<file path="config.mk">
export PLATFORM = sky130hd
export DESIGN_NAME = sxalu_top
export DESIGN_NICKNAME = d
export VERILOG_FILES = /design/src/hw/sxalu_pkg.sv /design/src/hw/sxalu_ram.sv /design/src/hw/sxalu_top.sv
export VERILOG_INCLUDE_DIRS = /design/src /design/src/hw
export SDC_FILE = /design/constraint.sdc
export NUM_CORES = 1
export LEC_CHECK = 0
export BUFFER_PORTS_ARGS = -buffer_cell sky130_fd_sc_hd__buf_2
export CAP_MARGIN = 25
export CORE_ASPECT_RATIO = 1.25
export CORE_MARGIN = 3
export CORE_UTILIZATION = 55
export CTS_CLUSTER_DIAMETER = 150
export DETAILED_ROUTE_END_ITERATION = 8
export PLACE_DENSITY_LB_ADDON = 0.12
export REMOVE_ABC_BUFFERS = 1
export SYNTH_ARGS = -nofsm -noshare
export SYNTH_HDL_FRONTEND = slang
export SYNTH_SLANG_ARGS = --single-unit
</file>
<file path="constraint.sdc">
create_clock -name clk -period 2.6 [get_ports clk]
set_input_delay 0.13 -clock clk [delete_from_list [all_inputs] [get_ports clk]]
set_output_delay 0.13 -clock clk [all_outputs]
set_load 0.05 [all_outputs]
</file>
<file path="src/hw/sxalu_cfg.svh">
`ifndef SXALU_CFG_SVH
`define SXALU_CFG_SVH
`define SXALU_PFX_XOR_MEM 9'h070
`define SXALU_PFX_XOR_MEM_WB 9'h072
`define SXALU_PFX_XOR_WR 8'h3c
`define SXALU_PFX_XOR_WR_WB 8'h3d
`define SXALU_PFX_SUB_WB 8'h1f
`define SXALU_ACC_RST 4'h0
`endif

</file>
<file path="src/hw/sxalu_pkg.sv">
package sxalu_pkg;
    typedef enum logic [2:0] {
        SXALU_NONE = 3'h0,
        SXALU_SUB_WB = 3'h1,
        SXALU_XOR_MEM = 3'h3,
        SXALU_XOR_MEM_WB = 3'h2,
        SXALU_XOR_WR = 3'h6,
        SXALU_XOR_WR_WB = 3'h7
    } sxalu_op_t;
endpackage

</file>
<file path="src/hw/sxalu_ram.sv">
`include "sxalu_cfg.svh"
// Data memory, 128 nibbles; the low 16 are the working registers.
// Two registered read ports: one by address, one by register index.
module sxalu_ram (
    // Clock
    input wire logic clk,
    // Read ports
    input wire logic [6:0] rd_addr,
    output logic [3:0] rd_data,
    input wire logic [3:0] wr_idx_rd,
    output logic [3:0] wr_data_rd,
    // Write port
    input wire logic we,
    input wire logic [6:0] wa,
    input wire logic [3:0] wd
);
    logic [3:0] mem [0:127];
    // No reset on storage; the core initialises RAM by software.
    // The array is written in a plain clocked process so that it can also be preloaded from outside.
    always @(posedge clk) begin
        if (we) begin
            mem[wa] <= wd;
        end
    end

    // Registered read ports
    always_ff @(posedge clk) begin
        rd_data <= mem[rd_addr];
        wr_data_rd <= mem[{3'h0, wr_idx_rd}];
    end
endmodule

</file>
<file path="src/hw/sxalu_top.sv">
`include "sxalu_cfg.svh"
// Two-stage: cycle 0 the instruction is latched and operands read,
// cycle 1 the result is written. Back-to-back issue is allowed;
// a following instruction reading the just-written nibble sees the
// old value (no forwarding; limitation of the registered RAM read).
module sxalu_top (
    // Clock and reset
    input wire logic clk,
    input wire logic rst_b,
    // Instruction issue
    input wire logic instr_valid,
    input wire logic [15:0] instr,
    // Results
    output logic [3:0] acc,
    output logic carry_flag,
    output logic zero_flag,
    output logic done,
    output logic mem_we,
    output logic [6:0] mem_wa,
    output logic [3:0] mem_wd
);
    //--------------------------------------------------------------
    // Decode
    //--------------------------------------------------------------
    sxalu_pkg::sxalu_op_t dec_op;
    // Prefixes are disjoint, so the order of the tests does not matter
    always_comb begin
        dec_op = sxalu_pkg::SXALU_NONE;
        if (!instr_valid) begin
            dec_op = sxalu_pkg::SXALU_NONE;
        end else if (instr[15:7] == `SXALU_PFX_XOR_MEM) begin
            dec_op = sxalu_pkg::SXALU_XOR_MEM;
        end else if (instr[15:7] == `SXALU_PFX_XOR_MEM_WB) begin
            dec_op = sxalu_pkg::SXALU_XOR_MEM_WB;
        end else if (instr[15:8] == `SXALU_PFX_XOR_WR) begin
            dec_op = sxalu_pkg::SXALU_XOR_WR;
        end else if (instr[15:8] == `SXALU_PFX_XOR_WR_WB) begin
            dec_op = sxalu_pkg::SXALU_XOR_WR_WB;
        end else if (instr[15:8] == `SXALU_PFX_SUB_WB) begin
            dec_op = sxalu_pkg::SXALU_SUB_WB;
        end
    end

    //--------------------------------------------------------------
    // Operand fetch
    //--------------------------------------------------------------
    logic [3:0] mem_rd;
    logic [3:0] wr_rd;
    sxalu_ram u_ram (
        .clk(clk),
        .rd_addr(instr[6:0]),
        .rd_data(mem_rd),
        .wr_idx_rd(instr[3:0]),
        .wr_data_rd(wr_rd),
        .we(mem_we),
        .wa(mem_wa),
        .wd(mem_wd)
    );

    sxalu_pkg::sxalu_op_t op;
    logic [3:0] imm;
    logic [6:0] addr;
    // Latch the operation and its fields on the same edge as the RAM reads
    always_ff @(posedge clk or negedge rst_b) begin
        if (!rst_b) begin
            op <= sxalu_pkg::SXALU_NONE;
            imm <= 4'h0;
            addr <= 7'h00;
        end else begin
            op <= dec_op;
            imm <= instr[7:4];
            addr <= instr[6:0];
        end
    end

    //--------------------------------------------------------------
    // Execute and write back
    //--------------------------------------------------------------
    logic [3:0] next_acc;
    logic next_carry_flag;
    logic next_zero_flag;
    logic next_mem_we;
    logic [6:0] next_mem_wa;
    logic [3:0] next_mem_wd;
    logic [4:0] diff;
    // Next results; every XOR form leaves carry alone
    always_comb begin
        next_acc = acc;
        next_carry_flag = carry_flag;
        next_zero_flag = zero_flag;
        next_mem_we = 1'b0;
        next_mem_wa = mem_wa;
        next_mem_wd = mem_wd;
        diff = {1'b0, wr_rd} - {1'b0, imm};
        case (op)
            sxalu_pkg::SXALU_SUB_WB: begin
                next_acc = diff[3:0];
                next_carry_flag = ~diff[4];
                next_mem_we = 1'b1;
                next_mem_wa = {3'h0, addr[3:0]};
                next_mem_wd = diff[3:0];
            end
            sxalu_pkg::SXALU_XOR_MEM: begin
                next_acc = mem_rd ^ acc;
            end
            sxalu_pkg::SXALU_XOR_MEM_WB: begin
                next_acc = mem_rd ^ acc;
                next_mem_we = 1'b1;
                next_mem_wa = addr;
                next_mem_wd = mem_rd ^ acc;
            end
            sxalu_pkg::SXALU_XOR_WR: begin
                next_acc = wr_rd ^ imm;
            end
            sxalu_pkg::SXALU_XOR_WR_WB: begin
                next_acc = wr_rd ^ imm;
                next_mem_we = 1'b1;
                next_mem_wa = {3'h0, addr[3:0]};
                next_mem_wd = wr_rd ^ imm;
            end
            default: begin
                next_acc = acc;
            end
        endcase
        if (op != sxalu_pkg::SXALU_NONE) begin
            next_zero_flag = (next_acc == 4'h0);
        end
    end

    // Result registers
    always_ff @(posedge clk or negedge rst_b) begin
        if (!rst_b) begin
            acc <= `SXALU_ACC_RST;
            carry_flag <= 1'b0;
            zero_flag <= 1'b0;
            done <= 1'b0;
            mem_we <= 1'b0;
            mem_wa <= 7'h00;
            mem_wd <= 4'h0;
        end else begin
            acc <= next_acc;
            carry_flag <= next_carry_flag;
            zero_flag <= next_zero_flag;
            done <= (op != sxalu_pkg::SXALU_NONE);
            mem_we <= next_mem_we;
            mem_wa <= next_mem_wa;
            mem_wd <= next_mem_wd;
        end
    end

    //--------------------------------------------------------------
    // Assertions
    //--------------------------------------------------------------
    // Per-instruction results, one cycle after the operand phase
    a_sub_carry: assert property (@(posedge clk) disable iff (!rst_b)
        op == sxalu_pkg::SXALU_SUB_WB |=> carry_flag == ($past(wr_rd) >= $past(imm)))
        else $error("carry wrong after subtract");
    a_sub_wb: assert property (@(posedge clk) disable iff (!rst_b)
        op == sxalu_pkg::SXALU_SUB_WB |=> mem_we && mem_wd == acc && mem_wa == {3'h0, $past(addr[3:0])}
            && acc == ($past(wr_rd) - $past(imm)))
        else $error("subtract write-back missing");
    a_xor_mem_nowb: assert property (@(posedge clk) disable iff (!rst_b)
        op == sxalu_pkg::SXALU_XOR_MEM |=> !mem_we && acc == ($past(mem_rd) ^ $past(acc)))
        else $error("memory xor wrong");
    a_xor_wr_nowb: assert property (@(posedge clk) disable iff (!rst_b)
        op == sxalu_pkg::SXALU_XOR_WR |=> !mem_we && acc == ($past(wr_rd) ^ $past(imm)))
        else $error("register xor wrong");
    a_xor_mem_wb: assert property (@(posedge clk) disable iff (!rst_b)
        op == sxalu_pkg::SXALU_XOR_MEM_WB |=> mem_we && mem_wd == acc && mem_wa == $past(addr)
            && acc == ($past(mem_rd) ^ $past(acc)))
        else $error("memory xor write-back wrong");
    a_xor_wr_wb: assert property (@(posedge clk) disable iff (!rst_b)
        op == sxalu_pkg::SXALU_XOR_WR_WB |=> mem_we && mem_wd == acc && mem_wa == {3'h0, $past(addr[3:0])}
            && acc == ($past(wr_rd) ^ $past(imm)))
        else $error("register xor write-back wrong");
    a_xor_carry_kept: assert property (@(posedge clk) disable iff (!rst_b)
        op inside {sxalu_pkg::SXALU_XOR_MEM, sxalu_pkg::SXALU_XOR_WR, sxalu_pkg::SXALU_XOR_MEM_WB,
            sxalu_pkg::SXALU_XOR_WR_WB} |=> $stable(carry_flag))
        else $error("xor touched carry");
    a_zero_flag: assert property (@(posedge clk) disable iff (!rst_b)
        op != sxalu_pkg::SXALU_NONE |=> zero_flag == (acc == 4'h0))
        else $error("zero flag wrong");
    a_dec_mem: assert property (@(posedge clk) disable iff (!rst_b)
        instr_valid && instr[15:7] == `SXALU_PFX_XOR_MEM |=> op == sxalu_pkg::SXALU_XOR_MEM ##1 done)
        else $error("decode of memory xor wrong");
    a_dec_wb: assert property (@(posedge clk) disable iff (!rst_b)
        instr_valid && instr[15:7] == `SXALU_PFX_XOR_MEM_WB |=> op == sxalu_pkg::SXALU_XOR_MEM_WB)
        else $error("decode of memory xor write-back wrong");
    a_dec_wr: assert property (@(posedge clk) disable iff (!rst_b)
        instr_valid && instr[15:8] == `SXALU_PFX_XOR_WR |=> op == sxalu_pkg::SXALU_XOR_WR)
        else $error("decode of register xor wrong");
    a_dec_wrwb: assert property (@(posedge clk) disable iff (!rst_b)
        instr_valid && instr[15:8] == `SXALU_PFX_XOR_WR_WB |=> op == sxalu_pkg::SXALU_XOR_WR_WB)
        else $error("decode of register xor write-back wrong");
    a_dec_sub: assert property (@(posedge clk) disable iff (!rst_b)
        instr_valid && instr[15:8] == `SXALU_PFX_SUB_WB |=> op == sxalu_pkg::SXALU_SUB_WB)
        else $error("decode of subtract wrong");
    c_sub: cover property (@(posedge clk) disable iff (!rst_b) op == sxalu_pkg::SXALU_SUB_WB ##1 !carry_flag);
    c_xor_zero: cover property (@(posedge clk) disable iff (!rst_b) op == sxalu_pkg::SXALU_XOR_MEM ##1 zero_flag);
    c_wb_b2b: cover property (@(posedge clk) disable iff (!rst_b) mem_we ##1 mem_we);
    c_xor_wr_wb: cover property (@(posedge clk) disable iff (!rst_b) op == sxalu_pkg::SXALU_XOR_WR_WB ##1 mem_we);
    c_foreign: cover property (@(posedge clk) disable iff (!rst_b) instr_valid ##1 op == sxalu_pkg::SXALU_NONE);

    // Quiet cycles, completion strobe, refused words and the held write port
    // An idle operand phase leaves every result alone and raises no strobe
    a_idle_quiet: assert property (@(posedge clk) disable iff (!rst_b)
        op == sxalu_pkg::SXALU_NONE |=> !done && !mem_we && $stable(acc) && $stable(zero_flag))
        else $error("idle cycle changed a result");
    // Every decoded operation finishes in one execute cycle
    a_done_follows: assert property (@(posedge clk) disable iff (!rst_b)
        op != sxalu_pkg::SXALU_NONE |=> done)
        else $error("done missing after an operation");
    // Words outside the five prefixes are dropped silently
    a_foreign_ignored: assert property (@(posedge clk) disable iff (!rst_b)
        instr_valid && instr[15:7] != `SXALU_PFX_XOR_MEM && instr[15:7] != `SXALU_PFX_XOR_MEM_WB
            && instr[15:8] != `SXALU_PFX_XOR_WR && instr[15:8] != `SXALU_PFX_XOR_WR_WB
            && instr[15:8] != `SXALU_PFX_SUB_WB |=> op == sxalu_pkg::SXALU_NONE)
        else $error("unknown word was decoded");
    // Write address and data hold between write strobes
    a_wb_hold: assert property (@(posedge clk) disable iff (!rst_b)
        !mem_we |-> $stable(mem_wa) && $stable(mem_wd))
        else $error("write port moved without a strobe");
endmodule

</file>
# Word level (Yosys, flattened, before mapping)
# Memory sizes are Yosys's and may differ from the RTL's. A register that Yosys moved wholly into a read port is not among the register bits.
# Cells that the tools add are included.
totals:
  memories: 1
  latchBits: 0
  ram_bits: 512
  mem_bits_ro: 0
  regBits: 33
  elab_cells: 45
op_classes:
  mul: 0
  eq_ne: 10
  n_div: 0
  muxes: 12
  n_lt_le_gt_ge: 0
  n_reduce_logical: 8
  n_bitwise: 3
  n_addsub: 1
  shift: 0
mem_list:
  columns: ["name", "words", "word_bits", "read_ports", "rd_ports_with_merged_regs", "write_ports", "line_no", "text"]
  rows:
  - ["u_ram.mem", 128, 4, 2, 2, 1, "sxalu_ram.sv:17", "logic [3:0] mem [0:127];"]
op_table:
  columns: ["cell", "count"]
  rows:
  - ["4-bit case mux with 3 select lines", 2]
  - ["9-bit by 7-bit equality test with 1-bit output, second input constant", 2]
  - ["8-bit by 6-bit equality test with 1-bit output, second input constant", 2]
  - ["3-bit 2-to-1 mux", 5]
  - ["7-bit case mux with 2 select lines", 1]
  - ["8-bit by 5-bit equality test with 1-bit output, second input constant", 1]
  - ["4-bit bitwise XOR", 2]
  - ["3-bit by 2-bit equality test with 1-bit output, second input constant", 2]
  - ["3-bit equality test, second input constant", 2]
  - ["3-bit nonzero test", 2]
  - ["2-bit OR reduction", 3]
  - ["4-bit by 4-bit subtractor with 5-bit output", 1]
  - ["4-bit logical NOT", 1]
  - ["1-bit 2-to-1 mux", 4]
  - ["3-bit by 1-bit equality test with 1-bit output, second input constant", 1]
  - ["3-bit OR reduction", 1]
  - ["2-bit nonzero test", 1]
  - ["1-bit inverter", 1]

# Longest topological paths before layout
logic_depth:
  word_depth: 7
  ltp_mapped: 10
  ltp_nobuf: 9

# Cells and area by module
# Synthesis repeated with hierarchy kept, for this count alone.
unflattened:
  cells_unflattened: 1069
  hier_area_um2: 22166.3
by_module_without_submodules:
  columns: ["mod", "area_per_inst_um2", "cells_per_inst", "n_inst"]
  rows:
  - ["sxalu_ram", 20709.9, 930, 1]
  - ["sxalu_top", 1456.4, 139, 1]

# Least setup slack after synthesis
# Ideal clock, no wire load.
synth_timing:
  path_kind: "register to register"
  from: "reg mem_wd[1] (netlist name)"
  to: "reg mem_wd[1]"
  required_time_ps: 2515
  path_slack_ps: -142
  stages_incl_launch_ff: 4
  arrival_time_ps: 2657
  synth_period_minus_slack_ps: 2742
  cell_sequence: "dfrtp_1 mux2_2 o21ai_0 a21oi_1"
synth_rtl:
  columns: ["element", "line_no", "text"]
  rows:
  - ["end signal, assigned", "sxalu_top.sv:147", "mem_wd <= next_mem_wd;"]
  - ["end, declared", "sxalu_top.sv:20", "output logic [3:0] mem_wd"]

==> reports/qor.txt <==
LAYOUT
--------------------------------------------------------------------------------
Most frequent cells in the layout                                   sky130_fd_sc_hd__edfxtp_1, sky130_fd_sc_hd__nor2_1, sky130_fd_sc_hd__mux4_2, sky130_fd_sc_hd__mux2i_1, sky130_fd_sc_hd__buf_4
Area added between synthesis and finish                                    13.4%
Fill cell instance count of the final layout                                2803
Most common cell after layout, fill and taps aside                  sky130_fd_sc_hd__edfxtp_1
Layout cell share with drive strength beyond 1                             0.213
Post-route design area                                                 24900 µm²
Number of antenna cells inserted                                               0
Post-layout nets                                                            1363

STA
--------------------------------------------------------------------------------
Max Freq                                                                 430 MHz
Number of hold violations in the final report                                  0
Post-Route Hold Slack                                                    90.4 ps
Worst setup skew after layout                                            18.8 ps
Setup repair after global routing missed its margin                        false
Min Clock Period, post-route                                             2320 ps
Transition time of the tightest slew-check pin                            894 ps
Worst slew margin relative to its limit                                    0.400
Count of final setup violators                                                 0
Number of max-slew violations in the final report                              0
Fraction of the cycle the final worst path needs                           0.893

CRITICAL PATH
--------------------------------------------------------------------------------
Endpoint class of the critical path                                    flip-flop
R2R cell count                                                                 3
Data required time of the worst path                                     3060 ps
Number of buffer and inverter stages on the critical path                      3
Beginning of the worst register-to-register path                       mem_wa[4]
Delay-heaviest family, CP                                           buffers and inverters
Worst-path cell chain                                               dlygate4sd3_1 > buf_6 > buf_12 > mux4_2 > a22oi_1 > nand2_1 > a22o_1 > a211o_1
Crit path launch type                                                 input port
Setup slack of the most critical reg-to-reg path                          290 ps
Slowest CP cell                                                     sky130_fd_sc_hd__dlygate4sd3_1
Endpoint of the lowest-slack register-to-register path              u_ram.mem[118][2]
Data arrival, critical path                                              2780 ps
Kind of critical path                                               input port to flip-flop
Peak fanout along the critical path                                           29
Peak per-stage delay on the critical path                                 550 ps

ROUTING
--------------------------------------------------------------------------------
Via count                                                                  11900
1st-iter DRT viols                                                          1203
Post-detailed-routing wire length                                       51700 µm
Number of iterations in the first detailed-routing pass                        5
Routed wire per std cell                                                 27.5 µm
Drc violations                                                                 0
Post-route ant nets                                                            0
DR vias/cell                                                                6.32

PWR
--------------------------------------------------------------------------------
Leak Pwr                                                                 8.27 nW
Fraction of power consumed by combinational cells                          0.086
Internal power contribution                                              15.4 mW
Maximum vdd ir drop                                                       565 µV
Power per Cell Area                                                   809 nW/µm²
P_sw                                                                     4.74 mW
Final total power                                                        20.2 mW
Switching power as a share of total power                                  0.235
Fraction of power consumed by the clock network                            0.382
Sequential group share of total power                                      0.533

DIE
--------------------------------------------------------------------------------
Die Outline Area                                                       42400 µm²
Vertical die dimension                                                    230 µm
Initial core utilization                                                   0.559
Number of primary I/O pins                                                    38
Die width                                                                 185 µm
# rows                                                                        81
Core footprint                                                         39300 µm²

LOGIC SYNTHESIS
--------------------------------------------------------------------------------
Number of warnings issued by yosys                                             0
Asr flop ratio synth                                                      0.0545
#FFs+latches synth                                                           550
Seq/Total Area, Yosys                                                      0.741
Post-synth cell types                                                         52
Post-synthesis average cell area                                        17.8 µm²
Post-synth top flop                                                 sky130_fd_sc_hd__edfxtp_1
Gate count after technology mapping                                         1235
Number of flops mapped to enable cells by yosys                              512
Area of the mapped netlist                                             22000 µm²

PLACED DESIGN
--------------------------------------------------------------------------------
Number of I/O port buffers                                                    37
Placed Instance Area                                                   23100 µm²
Post-DP HPWL                                                            34200 µm
Placer's final routability congestion estimate                             0.871

WORST HOLD PATH
--------------------------------------------------------------------------------
Worst Hold End                                                           addr[5]
Class of the tightest hold or removal check                         input port to flip-flop
Hold path cells                                                                2
Min-Delay Startpoint                                                    instr[5]

CTS
--------------------------------------------------------------------------------
Setup fix buffers added after clock tree synthesis                             0
Clock Path Buffers                                                             3
Sink count of the clock tree                                                 550
Clock insertion delay at the later pin of the skew report                 570 ps
Clock Pin Slew Worst Setup and Hold Paths                                  70 ps
CTS H-tree depth                                                               2
Number of buffers added by the clock tree synthesis step                      51
TritonCTS clock tree                                                       built
Library cell used as clock root buffer                              sky130_fd_sc_hd__clkbuf_16

OUTCOME
--------------------------------------------------------------------------------
Status                                                                 completed

GRT
--------------------------------------------------------------------------------
Number of antenna violations at the first check in global routing              0
Total grt overflow                                                             0
Total Routing Usage GR                                                     0.249
Wire length of the first global-routing pass                            77900 µm
Largest net degree at the start of global routing                             65
Number of global-route vias before repair                                  12100

FLOW RUN
--------------------------------------------------------------------------------
# Max-Cap Violations                                                           0

-- layout make-up --
type,instances,area [µm²],share of cell area
Timing Repair Buffer,113,913,0.0366
Tap cell,498,623,0.0250
Sequential cell,550,16300,0.654
Multi-Input combinational cell,611,5310,0.213
Clock buffer,62,1370,0.0550
Inverter,12,45.0,0.00181
Clock inverter,33,367,0.0147
-- synthesized netlist by cell type (6+ instances only) --
library cell	instances	area, µm²
sky130_fd_sc_hd__a211o_1	6	52.6
sky130_fd_sc_hd__a211oi_1	14	105
sky130_fd_sc_hd__a21oi_1	22	110
sky130_fd_sc_hd__a22o_1	7	61.3
sky130_fd_sc_hd__a22oi_1	51	383
sky130_fd_sc_hd__buf_2	12	60.1
sky130_fd_sc_hd__buf_4	14	105
sky130_fd_sc_hd__buf_6	6	67.6
sky130_fd_sc_hd__clkbuf_1	27	101
sky130_fd_sc_hd__dfrtp_1	30	751
sky130_fd_sc_hd__dfxtp_1	8	160
sky130_fd_sc_hd__edfxtp_1	512	15400
sky130_fd_sc_hd__inv_1	12	45.0
sky130_fd_sc_hd__mux2_2	8	90.1
sky130_fd_sc_hd__mux2i_1	61	611
sky130_fd_sc_hd__mux4_2	96	2160
sky130_fd_sc_hd__nand2_1	47	176
sky130_fd_sc_hd__nand2b_1	7	43.8
sky130_fd_sc_hd__nand3_1	23	115
sky130_fd_sc_hd__nand4_1	13	81.3
sky130_fd_sc_hd__nor2_1	150	563
sky130_fd_sc_hd__nor2b_1	22	138
sky130_fd_sc_hd__nor3_1	12	60.1
sky130_fd_sc_hd__o21ai_0	10	50.1
-- what timing repair did --
item                                   CTS  global route
endpoints found under the hold margin   38             0
resized for setup                        0             0
hold buffers                            13             0
-- metrics by stage --
stage                     std cells  setup TNS (ps)  worst slack, ps   util
after floorplan                1173           -6490             -150      -
after global placement         1771               0              263  0.587
after detailed placement       1771               0              244  0.587
after CTS                      1879               0              263  0.634
after global routing           1879               0              140  0.634
final                          1879               0              277  0.634
-- power by group through the flow --
| stage | clock network, mW | registers, mW | logic (mW) |
|---|---|---|---|
| global route | 8.14 | 10.8 | 1.87 |
| detailed placement | 0 | 10.9 | 1.74 |
| finish | 7.70 | 10.7 | 1.73 |
| floorplan | 0 | 11.2 | 0.512 |
| CTS | 7.81 | 10.7 | 1.75 |
| global placement | 0 | 10.9 | 1.71 |
-- kinds of logic after synthesis --
logic type / synth area share
buf+inv: 0.0178
compound gates: 0.0458
simple gates: 0.0604
xor+xnor: 0.00199
fa+ha+maj: 0.00319
flops: 0.741
mux: 0.130
-- sequential cells by signal (all words and copies together), names as in the netlist --
| name | count |
|---|---|
| addr | 6 |
| acc | 4 |
| imm | 2 |
| mem_wd | 4 |
| u_ram.wr_data_rd | 4 |
| carry_flag | 1 |
| mem_wa | 7 |
| u_ram.mem | 512 |
| done | 1 |
| u_ram.rd_data | 4 |
| zero_flag | 1 |
| op | 3 |
| mem_we | 1 |
-- layer usage --
layer / GRT usage / up-vias / share of wire
li1: - / 5158 / -
met1: 0.349 / 6132 / 0.40
met2: 0.413 / 487 / 0.50
met3: 0.0349 / 93 / 0.067
met4: 0.0734 / 0 / 0.029
met5: 0 / - / 0
-- worst max-delay path by stage --
stage | startpoint | to | depth (start not counted)
2_1_floorplan | mem_wd[1] | mem_wd[1] | 3
3_3_place_gp | instr[0] | u_ram.rd_data[1] | 7
3_5_place_dp | instr[0] | u_ram.rd_data[1] | 7
4_1_cts | instr[0] | u_ram.rd_data[1] | 8
5_1_grt | instr[0] | u_ram.rd_data[3] | 8
6_report | instr[0] | u_ram.rd_data[1] | 8
No activity file was read; power rests on OpenSTA's default activity.
